**config.mk**
```make
export PLATFORM = sky130hd
export DESIGN_NAME = ipt_core
export DESIGN_NICKNAME = d
export VERILOG_FILES = /design/src/verilog/ipt_pkg.sv /design/src/verilog/ipt_thresh_filter.sv /design/src/verilog/ipt_core.sv
export VERILOG_INCLUDE_DIRS = /design/src /design/src/verilog
export SDC_FILE = /design/constraint.sdc
export NUM_CORES = 1
export LEC_CHECK = 0
export ABC_AREA = 1
export BUFFER_PORTS_ARGS = -buffer_cell sky130_fd_sc_hd__buf_4
export CAP_MARGIN = 25
export CELL_PAD_IN_SITES_DETAIL_PLACEMENT = 0
export CELL_PAD_IN_SITES_GLOBAL_PLACEMENT = 1
export CORE_UTILIZATION = 35
export DETAILED_ROUTE_END_ITERATION = 8
export GPL_TIMING_DRIVEN = 0
export PLACE_DENSITY_LB_ADDON = 0.25
export SETUP_SLACK_MARGIN = 0.3
export SLEW_MARGIN = 0
export SYNTH_ARGS = -nofsm -noshare
export SYNTH_HDL_FRONTEND = slang
export SYNTH_HIERARCHICAL = 1
export SYNTH_SLANG_ARGS = --single-unit
```
**constraint.sdc**
```tcl
create_clock -name ref_clk -period 2.5 [get_ports ref_clk]
set_input_delay 0.25 -clock ref_clk [delete_from_list [all_inputs] [get_ports ref_clk]]
set_output_delay 0.25 -clock ref_clk [all_outputs]
set_load 0.005 [all_outputs]
```
**src/verilog/ipt_regs.svh**
```systemverilog
// Purpose: Register map, field positions and constants of the pending/threshold block
// Assumes: Included by bare name
// Notes:   Byte addresses on the AXI4-Lite slave
`ifndef IPT_REGS_SVH
`define IPT_REGS_SVH

// ----------------------------------------------------------------
// Offsets
// ----------------------------------------------------------------
`define IPT_OFF_PEND3      8'h28
`define IPT_OFF_PEND4      8'h2c
`define IPT_OFF_THRESH     8'h40
`define IPT_OFF_CFG        8'h48
`define IPT_OFF_IRQ_STAT   8'h80
`define IPT_OFF_IRQ_MASK   8'h84

// ----------------------------------------------------------------
// Fields and values
// ----------------------------------------------------------------
`define IPT_PEND4_W        8
`define IPT_THR_HI         7
`define IPT_THR_LO         5
`define IPT_KEY_HI         31
`define IPT_KEY_LO         16
`define IPT_SYSTEM_RESET_REQUEST_BIT     7
`define IPT_KEY_FIRST      16'hfa05
`define IPT_KEY_SECOND     16'hbcaf
`define IPT_KEY_THIRD      16'hbeef
`define IPT_ZERO32         32'h0000_0000
`define IPT_ZERO8          8'h00
`define IPT_ZERO3          3'h0
`define IPT_RESP_OKAY      2'h0
`define IPT_RESP_SLVERR    2'h2
`define IPT_ST_RESET       4'h0
`define IPT_ST_THRESH      4'h1
`define IPT_ST_NEWPEND     4'h2
`define IPT_RST_PULSE_NS   20
`define IPT_CLK_NS         5

`endif

```
**src/verilog/ipt_pkg.sv**
```systemverilog
// Purpose: Types of the pending/threshold block
// Assumes: Nothing
// Notes:   Constants live in ipt_regs.svh
package ipt_pkg;
    typedef enum logic [2:0] {
        IPT_RST_IDLE  = 3'b001,
        IPT_RST_PULSE = 3'b010,
        IPT_RST_HOLD  = 3'b100
    } ipt_rst_state_type;
endpackage : ipt_pkg

```
**src/verilog/ipt_thresh_filter.sv**
```systemverilog
// Purpose: Priority threshold gate for each pending source
// Assumes: Priority in consecutive PW-bit fields, one per source, larger value is higher priority
// Notes:   Purely combinational
module ipt_thresh_filter #(
    parameter int NSRC = 40,
    parameter int PW   = 3
) (
    input  wire logic [NSRC-1:0]    pending,
    input  wire logic [NSRC*PW-1:0] prio,
    input  wire logic [PW-1:0]      thresh,
    output logic      [NSRC-1:0]    serviceable
);
    // Elaboration check on the gate shape
    if (NSRC < 1 || PW < 1) begin : g_bad_param
        $error("ipt_thresh_filter bad parameters");
    end

    genvar g;
    generate
        for (g = 0; g < NSRC; g++) begin : g_src
            assign serviceable[g] = pending[g] &&
                ((thresh == '0) || (prio[g*PW +: PW] >= thresh));
        end
    endgenerate
endmodule : ipt_thresh_filter

```
**src/verilog/ipt_core.sv**
```systemverilog
// Contract
// - Word three holds pending bits of sources 64..95, read-only, resets zero.
// - A pending bit reads 1 while pending, 0 otherwise.
// - Word four holds sources 96..103 in bits 7:0; upper bits read zero.
// - Nonzero threshold blocks servicing of pending sources with lower priority.
// - Threshold zero disables filtering; register resets to zero.
// - Only threshold bits 7:5 are stored; bits 4:0 read zero.
// - Key field of the configuration register is write-only, reads zero.
// - Protected bit changes only with matching key in the same write.
// - Reset request bit plus third key in one write resets the system.
// - Writing 1 requests reset, writing 0 does nothing; bit self-clears.
// - Request acts exactly like the system control register reset bit.
//
// Purpose: Pending status 64..103, priority threshold and keyed reset request
// Assumes: AXI4-Lite slave, one clock ref_clk, async active-low rstn
// Notes:   Reset request is a pulse merged with the system control path
module ipt_core #(
    parameter int NSRC     = 40,
    parameter int PW       = 3,
    parameter int ADDR_W   = 8
) (
    input  wire logic                 ref_clk,
    input  wire logic                 rstn,
    input  wire logic                 s_axi_awvalid,
    output logic                      s_axi_awready,
    input  wire logic [ADDR_W-1:0]    s_axi_awaddr,
    input  wire logic                 s_axi_wvalid,
    output logic                      s_axi_wready,
    input  wire logic [31:0]          s_axi_wdata,
    input  wire logic [3:0]           s_axi_wstrb,
    output logic                      s_axi_bvalid,
    input  wire logic                 s_axi_bready,
    output logic      [1:0]           s_axi_bresp,
    input  wire logic                 s_axi_arvalid,
    output logic                      s_axi_arready,
    input  wire logic [ADDR_W-1:0]    s_axi_araddr,
    output logic                      s_axi_rvalid,
    input  wire logic                 s_axi_rready,
    output logic      [31:0]          s_axi_rdata,
    output logic      [1:0]           s_axi_rresp,
    input  wire logic [NSRC-1:0]      src_pending,
    input  wire logic [NSRC*PW-1:0]   src_prio,
    input  wire logic                 sctl_system_reset_request_req,
    output logic      [NSRC-1:0]      serviceable,
    output logic                      sys_reset_req,
    output logic                      irq
);
`include "ipt_regs.svh"

    // Elaboration check: the read mux is sized for exactly 40 sources
    if (NSRC != 40 || PW < 1 || PW > 8 || ADDR_W < 8) begin : g_bad_param
        $error("ipt_core bad parameters");
    end

    // ----------------------------------------------------------------
    // Registers
    // ----------------------------------------------------------------
    logic [NSRC-1:0]  pend_ff;
    logic [2:0]       thr_ff;
    logic [3:0]       istat_ff;
    logic [3:0]       imask_ff;
    logic             system_reset_request_ff;
    logic [NSRC-1:0]  pend_prev_ff;
    logic             aw_ff;
    logic             w_ff;
    logic [ADDR_W-1:0] awaddr_ff;
    logic [31:0]      wdata_ff;
    logic [3:0]       wstrb_ff;
    logic             bvalid_ff;
    logic [1:0]       bresp_ff;
    logic             rvalid_ff;
    logic [31:0]      rdata_ff;
    logic [1:0]       rresp_ff;
    ipt_pkg::ipt_rst_state_type rst_st_ff;

    logic             wr_go;
    logic             rd_go;
    logic             key_ok;
    logic             rst_fire;
    logic [31:0]      nxt_rdata;
    logic [1:0]       nxt_rresp;
    logic [3:0]       ev_set;

    function automatic logic is_mapped(input logic [ADDR_W-1:0] a);
        is_mapped = (a == `IPT_OFF_PEND3) || (a == `IPT_OFF_PEND4) ||
                    (a == `IPT_OFF_THRESH) || (a == `IPT_OFF_CFG) ||
                    (a == `IPT_OFF_IRQ_STAT) || (a == `IPT_OFF_IRQ_MASK);
    endfunction : is_mapped

    // ----------------------------------------------------------------
    // Write channel
    // ----------------------------------------------------------------
    assign s_axi_awready = !aw_ff && !bvalid_ff;
    assign s_axi_wready  = !w_ff && !bvalid_ff;
    assign wr_go         = aw_ff && w_ff && !bvalid_ff;
    assign s_axi_bvalid  = bvalid_ff;
    assign s_axi_bresp   = bresp_ff;

    always_ff @(posedge ref_clk or negedge rstn) begin
        if (!rstn) begin
            aw_ff     <= 1'b0;
            w_ff      <= 1'b0;
            awaddr_ff <= '0;
            wdata_ff  <= `IPT_ZERO32;
            wstrb_ff  <= 4'h0;
        end else begin
            if (s_axi_awvalid && s_axi_awready) begin
                aw_ff     <= 1'b1;
                awaddr_ff <= s_axi_awaddr;
            end else if (wr_go) begin
                aw_ff <= 1'b0;
            end
            if (s_axi_wvalid && s_axi_wready) begin
                w_ff     <= 1'b1;
                wdata_ff <= s_axi_wdata;
                wstrb_ff <= s_axi_wstrb;
            end else if (wr_go) begin
                w_ff <= 1'b0;
            end
        end
    end

    always_ff @(posedge ref_clk or negedge rstn) begin
        if (!rstn) begin
            bvalid_ff <= 1'b0;
            bresp_ff  <= `IPT_RESP_OKAY;
        end else if (wr_go) begin
            bvalid_ff <= 1'b1;
            bresp_ff  <= is_mapped(awaddr_ff) ? `IPT_RESP_OKAY : `IPT_RESP_SLVERR;
        end else if (s_axi_bready) begin
            bvalid_ff <= 1'b0;
        end
    end

    // ----------------------------------------------------------------
    // Threshold and mask
    // ----------------------------------------------------------------
    // Keep bits 7:5 only
    always_ff @(posedge ref_clk or negedge rstn) begin
        if (!rstn) begin
            thr_ff <= `IPT_ZERO3;
        end else if (wr_go && awaddr_ff == `IPT_OFF_THRESH && wstrb_ff[0]) begin
            thr_ff <= wdata_ff[`IPT_THR_HI:`IPT_THR_LO];
        end
    end

    always_ff @(posedge ref_clk or negedge rstn) begin
        if (!rstn) begin
            imask_ff <= 4'h0;
        end else if (wr_go && awaddr_ff == `IPT_OFF_IRQ_MASK && wstrb_ff[0]) begin
            imask_ff <= wdata_ff[3:0];
        end
    end

    // ----------------------------------------------------------------
    // Keyed reset request
    // ----------------------------------------------------------------
    // Key in same write
    assign key_ok = wr_go && awaddr_ff == `IPT_OFF_CFG && (&wstrb_ff[3:2]) &&
                    wdata_ff[`IPT_KEY_HI:`IPT_KEY_LO] == `IPT_KEY_THIRD;
    assign rst_fire = (key_ok && wstrb_ff[0] && wdata_ff[`IPT_SYSTEM_RESET_REQUEST_BIT]) ||
                      sctl_system_reset_request_req;

    // One-cycle pulse, then held off until the request source drops
    always_ff @(posedge ref_clk or negedge rstn) begin
        if (!rstn) begin
            rst_st_ff <= ipt_pkg::IPT_RST_IDLE;
            system_reset_request_ff <= 1'b0;
        end else begin
            unique case (rst_st_ff)
                ipt_pkg::IPT_RST_IDLE: begin
                    system_reset_request_ff <= rst_fire;
                    if (rst_fire) begin
                        rst_st_ff <= ipt_pkg::IPT_RST_PULSE;
                    end
                end
                ipt_pkg::IPT_RST_PULSE: begin
                    system_reset_request_ff <= 1'b0;
                    rst_st_ff <= ipt_pkg::IPT_RST_HOLD;
                end
                ipt_pkg::IPT_RST_HOLD: begin
                    system_reset_request_ff <= 1'b0;
                    if (!sctl_system_reset_request_req) begin
                        rst_st_ff <= ipt_pkg::IPT_RST_IDLE;
                    end
                end
                default: begin
                    system_reset_request_ff <= 1'b0;
                    rst_st_ff <= ipt_pkg::IPT_RST_IDLE;
                end
            endcase
        end
    end
    assign sys_reset_req = system_reset_request_ff;

    // ----------------------------------------------------------------
    // Pending capture and filter
    // ----------------------------------------------------------------
    // Pending reflects sources
    always_ff @(posedge ref_clk or negedge rstn) begin
        if (!rstn) begin
            pend_ff      <= '0;
            pend_prev_ff <= '0;
        end else begin
            pend_ff      <= src_pending;
            pend_prev_ff <= pend_ff;
        end
    end

    ipt_thresh_filter #(
        .NSRC (NSRC),
        .PW   (PW)
    ) u_filter (
        .pending     (pend_ff),
        .prio        (src_prio),
        .thresh      (thr_ff),
        .serviceable (serviceable)
    );

    // ----------------------------------------------------------------
    // Interrupt status
    // ----------------------------------------------------------------
    assign ev_set = {1'b0,
                     |(pend_ff & ~pend_prev_ff),
                     (wr_go && awaddr_ff == `IPT_OFF_THRESH),
                     rst_fire};

    // Set wins over the read clear
    always_ff @(posedge ref_clk or negedge rstn) begin
        if (!rstn) begin
            istat_ff <= 4'h0;
        end else if (rd_go && s_axi_araddr == `IPT_OFF_IRQ_STAT) begin
            istat_ff <= ev_set;
        end else begin
            istat_ff <= istat_ff | ev_set;
        end
    end
    assign irq = |(istat_ff & imask_ff);

    // ----------------------------------------------------------------
    // Read channel
    // ----------------------------------------------------------------
    assign s_axi_arready = !rvalid_ff;
    assign rd_go         = s_axi_arvalid && s_axi_arready;
    assign s_axi_rvalid  = rvalid_ff;
    assign s_axi_rdata   = rdata_ff;
    assign s_axi_rresp   = rresp_ff;

    always_comb begin
        nxt_rdata = `IPT_ZERO32;
        nxt_rresp = `IPT_RESP_OKAY;
        unique case (s_axi_araddr)
            `IPT_OFF_PEND3:    nxt_rdata = pend_ff[31:0];
            `IPT_OFF_PEND4:    nxt_rdata = {24'h00_0000, pend_ff[NSRC-1:32]};
            `IPT_OFF_THRESH:   nxt_rdata = {24'h00_0000, thr_ff, 5'h00};
            `IPT_OFF_CFG:      nxt_rdata = `IPT_ZERO32;
            `IPT_OFF_IRQ_STAT: nxt_rdata = {28'h000_0000, istat_ff};
            `IPT_OFF_IRQ_MASK: nxt_rdata = {28'h000_0000, imask_ff};
            default:           nxt_rresp = `IPT_RESP_SLVERR;
        endcase
    end

    always_ff @(posedge ref_clk or negedge rstn) begin
        if (!rstn) begin
            rvalid_ff <= 1'b0;
            rdata_ff  <= `IPT_ZERO32;
            rresp_ff  <= `IPT_RESP_OKAY;
        end else if (rd_go) begin
            rvalid_ff <= 1'b1;
            rdata_ff  <= nxt_rdata;
            rresp_ff  <= nxt_rresp;
        end else if (s_axi_rready) begin
            rvalid_ff <= 1'b0;
        end
    end
endmodule : ipt_core

```
==> summary.txt, run 1 <==
Fin. Hold Viols: 0
Via Count: 8208
crit path launch: thr_ff[2]$_DFFE_PN0P_
CTS H-Tree Depth: 4
P&R area growth vs syn: 43.0%
Worst R2R Path Depth: 4
worst skew pair latency: 0.42 ns
total wire length: 27400 um
type of the most critical hold path: in2reg
nets@finish: 1815
distinct cell type count after synthesis: 34
total gr overflow: 0
Cell Count, Final, Fillers Out: 1829
CTS sink cnt: 166
Initial Util: 0.357
Synthesis Warnings: 6
Routed Antenna Nets: 0
slack of the critical path: 0.297 ns
minimum clock period: 2.20 ns
Least-Margin Pin Slew: 0.617 ns
routability congestion estimate: 0.757
fin. max-slew vios: 0
Post-Synthesis Cells: 1112
Rows: 60
placed cell count: 1748
Worst setup endpoint: serviceable[22]
Setup crit start kind: register
vias in the first global route: 7934
maxcap violations: 0
CP Max Fanout: 15
fin crit share: 0.881
Slew headroom: 0.589
Leak: 0.00759 uW
first-pass GRT wire length: 42700 um
DP Area: 12300 sq um
WS Path Type: reg2out
first drt pass iteration count: 7
vias per cell: 4.49
Arr. time, crit path: 1.95 ns
dpl hpwl: 20000 um
RR Startpoint: s_axi_rvalid$_DFFE_PN0P_
syn avg cell area: 8.65 sq um
Fmax achieved: 454 MHz
clk_skew: 0.00888 ns
DR WL/cell: 15.0 um
CTS Buf Count: 17
commonest non-fill, non-tap cell in the layout: buf_4
crit path capture type: primary output
r2r setup slk: 0.98 ns
I/O pin count: 303
PwrDens: 603 nW/um^2
DRC: 0
initial antenna violation count: 0
status: finished, final reports clean
die height: 168 um
maximum clock path buffer count: 2
Worst Path Required: 2.25 ns
FF-to-FF End: s_axi_rvalid$_DFFE_PN0P_
RSZ-0062 raised after global routing: yes
Clock Pin Slew Worst Setup and Hold Paths: 0.07 ns
clock root buffer master: clkbuf_16
CTS tree: built
netlist area before placement: 9620 sq um
Final setup viols: 0
sequential element share of the synthesized area: 0.432
final design area excluding fillers: 13800 sq um
antenna cells: 0
Setup WS pre-CTS: 0.400 ns
ratio of cells with drive above 1 in the final layout: 0.310
die area: 28200 sq um
gr usage total: 0.197
Total Power: 8300 uW
Peak supply drop: 0.000373 V
most frequent cells in the layout: buf_4, nand2_1, inv_1, dfrtp_1, ha_1
Core ar.: 27000 sq um
DRT iter0 DRCs: 302
Port-buffer cells: 290
largest net degree at the start of global routing: 104
register bit total from synthesis: 166
die span in x: 168 um
[registers in the layout, indices dropped and copies added (netlist names), 3 cells and up]
name,cells
pend_ff,40
pend_prev_ff,40
s_axi_rdata,32
wdata_ff,23
awaddr_ff,8
imask_ff,4
istat_ff,3
rst_st_ff,3
thr_ff,3
wstrb_ff,3
[area by class of cell]
cell class / instances / area [sq um]
Multi-Input combinational cell: 684 / 4660
Clock inverter: 13 / 194
Clock buffer: 19 / 433
Timing Repair Buffer: 343 / 2820
Inverter: 244 / 926
Sequential cell: 166 / 4160
Buffer: 19 / 151
Fill cell: 2624 / 13200
Tap cell: 341 / 427
[layer usage]
metal,GRT usage,vias to the layer above,wire length [um],part of all wire
met4,0.0427,0,283,0.010
met3,0.0505,16,1640,0.060
met5,0,-,0,0
li1,-,4232,-,-
met1,0.256,3753,12300,0.45
met2,0.330,207,13100,0.48
[repair_timing]
action,in CTS,in global routing
hold buffers,43,0
pin swaps,0,2
gates cloned,2,0
buffers inserted,4,0
setup endpoints to repair,40,40
gates resized for setup,9,38
endpoints found under the hold margin,105,0
[stage by stage]
stage          utilization  hold slack (ns)  setup TNS (ns)
3_3_place_gp         0.454            0.360          -25.32
4_1_cts              0.501           0.0314               0
2_1_floorplan            -          -0.0456               0
5_1_grt              0.511           0.0330               0
3_5_place_dp         0.457            0.239               0
6_report             0.511           0.0520               0
[worst min-delay path by stage]
stage                     depth (start not counted)  slack, ns             from                  endpoint
after floorplan                                   0      -0.05             rstn         aw_ff$_DFFE_PN0P_
after global placement                            1       0.36  src_pending[23]     pend_ff[23]$_DFF_PN0_
after detailed placement                          1       0.24             rstn  wdata_ff[16]$_DFFE_PN0P_
after CTS                                         2       0.03  s_axi_wdata[28]  wdata_ff[28]$_DFFE_PN0P_
after global routing                              2       0.03  s_axi_wdata[28]  wdata_ff[28]$_DFFE_PN0P_
final                                             2       0.05  s_axi_wdata[17]  wdata_ff[17]$_DFFE_PN0P_
[cells by family after synthesis]
| family | count (synthesis) | synth area share |
|---|---|---|
| buf+inv | 263 | 0.111 |
| fa+ha+maj | 120 | 0.156 |
| flops | 166 | 0.432 |
| simple gates | 428 | 0.197 |
| compound gates | 113 | 0.0736 |
| mux | 21 | 0.0304 |
| other cells | 1 | 0.000390 |
[synthesized netlist by cell type (all sizes together)]
cell,instances,share of area
conb,1,0.00039
o31ai,18,0.023
o22ai,8,0.0052
ha,120,0.16
nand2,288,0.12
nor3,7,0.0053
nand4,7,0.0052
nand3b,1,0.00078
inv,244,0.095
mux2,21,0.030
nor2,48,0.023
dfrtp,165,0.43
buf,16,0.015
o21ai,29,0.015
nand3,75,0.046
clkbuf,3,0.0012
dfstp,1,0.0027
a21oi,58,0.030
or2,2,0.0013
[where the power goes]
group          leakage [uW]  switching, uW  internal, uW
clock network      0.000302           1130          1690
registers           0.00201            272          3100
logic               0.00528           1020          1080
total               0.00759           2420          5880
[worst max-delay path, stage by stage, from the launching register on]
cell and delay [ns]:
dfrtp_1 0.40, clkinv_4 0.15, buf_16 0.21, ha_1 0.30, a21oi_1 0.15, nand3_1 0.08
nand2_1 0.07, inv_1 0.04, buf_4 0.12
Note: power is estimated with default switching activity, not from simulation.
==> run 2: changes to the inputs <==
--- a/config.mk
+++ b/config.mk
@@ -11,6 +11,7 @@
 export CAP_MARGIN = 25
 export CELL_PAD_IN_SITES_DETAIL_PLACEMENT = 0
 export CELL_PAD_IN_SITES_GLOBAL_PLACEMENT = 1
+export CORE_ASPECT_RATIO = 1.2
 export CORE_UTILIZATION = 35
 export DETAILED_ROUTE_END_ITERATION = 8
 export GPL_TIMING_DRIVEN = 0
==> run 2 against run 1 <==
  * Hold slack worse by 0.0057 ns
  * Flip-flop and latch count stayed put
  * Critical endpoint is now serviceable[17]
  * Total power is 0.26% lower
  * Via count is 1.4% higher
  * Clock skew is 0.0044 ns higher
  * Clock power is 2% lower
  * Clock-buffer cell count is 1 lower
  * Critical path type unchanged
  * Combinational power is 2% higher
  * Worst setup slack better by 0.012 ns
  * Highest routed layer unchanged
==> summary.txt, run 2 (same netlist as run 1, synthesis figures left out) <==
FF/Latch Area: 4160 sq um
PwrDens: 590 nW/um^2
Rows: 66
DR WL/cell: 15.2 um
total gr overflow: 0
Core ar.: 27100 sq um
CP max stage delay: 0.45 ns
Critical Path Slowest Stage Cell: dfrtp_2
Final setup viols: 0
fin. max-slew vios: 0
worst skew pair latency: 0.43 ns
vias in the first global route: 8210
clk_skew: 0.0133 ns
minimum clock period: 2.19 ns
fill count: 2643
setup TNS: 0 ns
CTS H-Tree Depth: 4
DRT iter0 DRCs: 276
Worst Path Required: 2.25 ns
ratio of cells with drive above 1 in the final layout: 0.324
Routed Antenna Nets: 0
Arr. time, crit path: 1.94 ns
P&R area growth vs syn: 45.8%
fin crit share: 0.876
Fin. Hold Viols: 0
maxcap violations: 0
CTS Buf Count: 17
gr usage total: 0.193
RSZ-0062 raised after global routing: yes
Setup crit start kind: register
I/O pin count: 303
WS Path Type: reg2out
clock root buffer master: clkbuf_16
critical path, cell by cell: inv_8 -> clkbuf_16 -> ha_1 -> a21oi_2 -> nand3_1 -> nand2_1 -> inv_1 -> buf_4
worst path bufs/invs: 4
Fmax achieved: 457 MHz
maximum clock path buffer count: 2
DRC: 0
first drt pass iteration count: 4
Via Count: 8321
first-pass GRT wire length: 42100 um
Clock Pin Slew Worst Setup and Hold Paths: 0.07 ns
dpl hpwl: 19800 um
die area: 28200 sq um
Port-buffer cells: 290
Slew headroom: 0.542
Multi-input gate area: 4730 sq um
CTS sink cnt: 166
vias per cell: 4.53
Leak: 0.00771 uW
crit path capture type: primary output
Setup WS pre-CTS: 0.511 ns
most frequent cells in the layout: buf_4, nand2_1, inv_1, dfrtp_1, ha_1
slack of the critical path: 0.310 ns
nets@finish: 1825
largest net degree at the start of global routing: 89
CTS tree: built
Initial Util: 0.355
initial antenna violation count: 0
commonest non-fill, non-tap cell in the layout: buf_4
routability congestion estimate: 0.766
critical path's top delay family: buffers and inverters
Least-Margin Pin Slew: 0.688 ns
die span in x: 153 um
Peak supply drop: 0.000472 V
type of the most critical hold path: in2reg
status: finished, final reports clean
CP Max Fanout: 8
antenna cells: 0
die height: 184 um
total wire length: 27900 um
==> run 2: cell types whose count changed in the layout (fill, tap and decap cells not counted), moves of 2 or more <==
cell / previous run / this run
a21oi_1: 41 / 26
a21oi_2: 17 / 32
clkbuf_16: 17 / 24
inv_8: 2 / 5
buf_4: 294 / 296
buf_8: 1 / 3
inv_1: 234 / 236
inv_2: 8 / 6
nand2_2: 6 / 4
==> run 2: per-stage QoR <==
step / cells / hold slack [ns] / power [uW] / util / cell area [sq um]
detailed placement: 1747 / 0.264 / 5390 / 0.455 / 12300
global route: 1838 / 0.0289 / 8810 / 0.518 / 14000
finish: 1838 / 0.0463 / 8280 / 0.518 / 14000
CTS: 1826 / 0.0265 / 8260 / 0.496 / 13400
floorplan: 1113 / -0.0456 / 4580 / - / 9630
global placement: 1743 / 0.359 / 5320 / 0.452 / 12200
==> run 2: path summary, 6_finish.rpt <==
| kind | to | slack (ns) | depth (start not counted) | startpoint |
|---|---|---|---|---|
| worst min register to register | pend_prev_ff[8]$_DFF_PN0_ | 0.40 | 0 | pend_ff[8]$_DFF_PN0_ |
| worst max register to register | s_axi_rvalid$_DFFE_PN0P_ | 0.90 | 4 | s_axi_rvalid$_DFFE_PN0P_ |
| worst min-delay path | awaddr_ff[1]$_DFFE_PN0P_ | 0.05 | 2 | s_axi_awaddr[1] |
| worst max-delay path | serviceable[17] | 0.31 | 8 | thr_ff[2]$_DFFE_PN0P_ |
| min in group asynchronous | awaddr_ff[5]$_DFFE_PN0P_ | 0.36 | 2 | rstn |
| max in group asynchronous | thr_ff[2]$_DFFE_PN0P_ | 1.26 | 3 | rstn |
==> run 2: final cells by class <==
cell class                      count  area share
Clock inverter                     14      0.0134
Multi-Input combinational cell    684       0.337
Clock buffer                       18      0.0306
Inverter                          244      0.0663
Timing Repair Buffer              353       0.214
Tap cell                          340      0.0303
Buffer                             19      0.0113
Sequential cell                   166       0.297
==> run 2: timing repair <==
action / CTS / global route
setup endpoints to repair: 40 / 40
hold buffers: 43 / 0
hold endpoints to repair: 119 / 0
gates cloned: 1 / 8
buffers inserted: 3 / 4
gates resized for setup: 5 / 60
pin swaps: 0 / 8
==> run 2: per-layer routing <==
layer	wire, um	share of wire	vias to the layer above	track usage
met5	0	0	-	0
met3	1650	0.059	22	0.0488
met4	295	0.011	0	0.0532
li1	-	-	4254	-
met1	11400	0.41	3841	0.227
met2	14600	0.52	204	0.347
==> run 2: power breakdown <==
group / internal (uW) / switching, uW / leakage (uW)
clock: 1610 / 1150 / 0.000298
combinational: 1120 / 1030 / 0.00540
sequential: 3110 / 269 / 0.00201
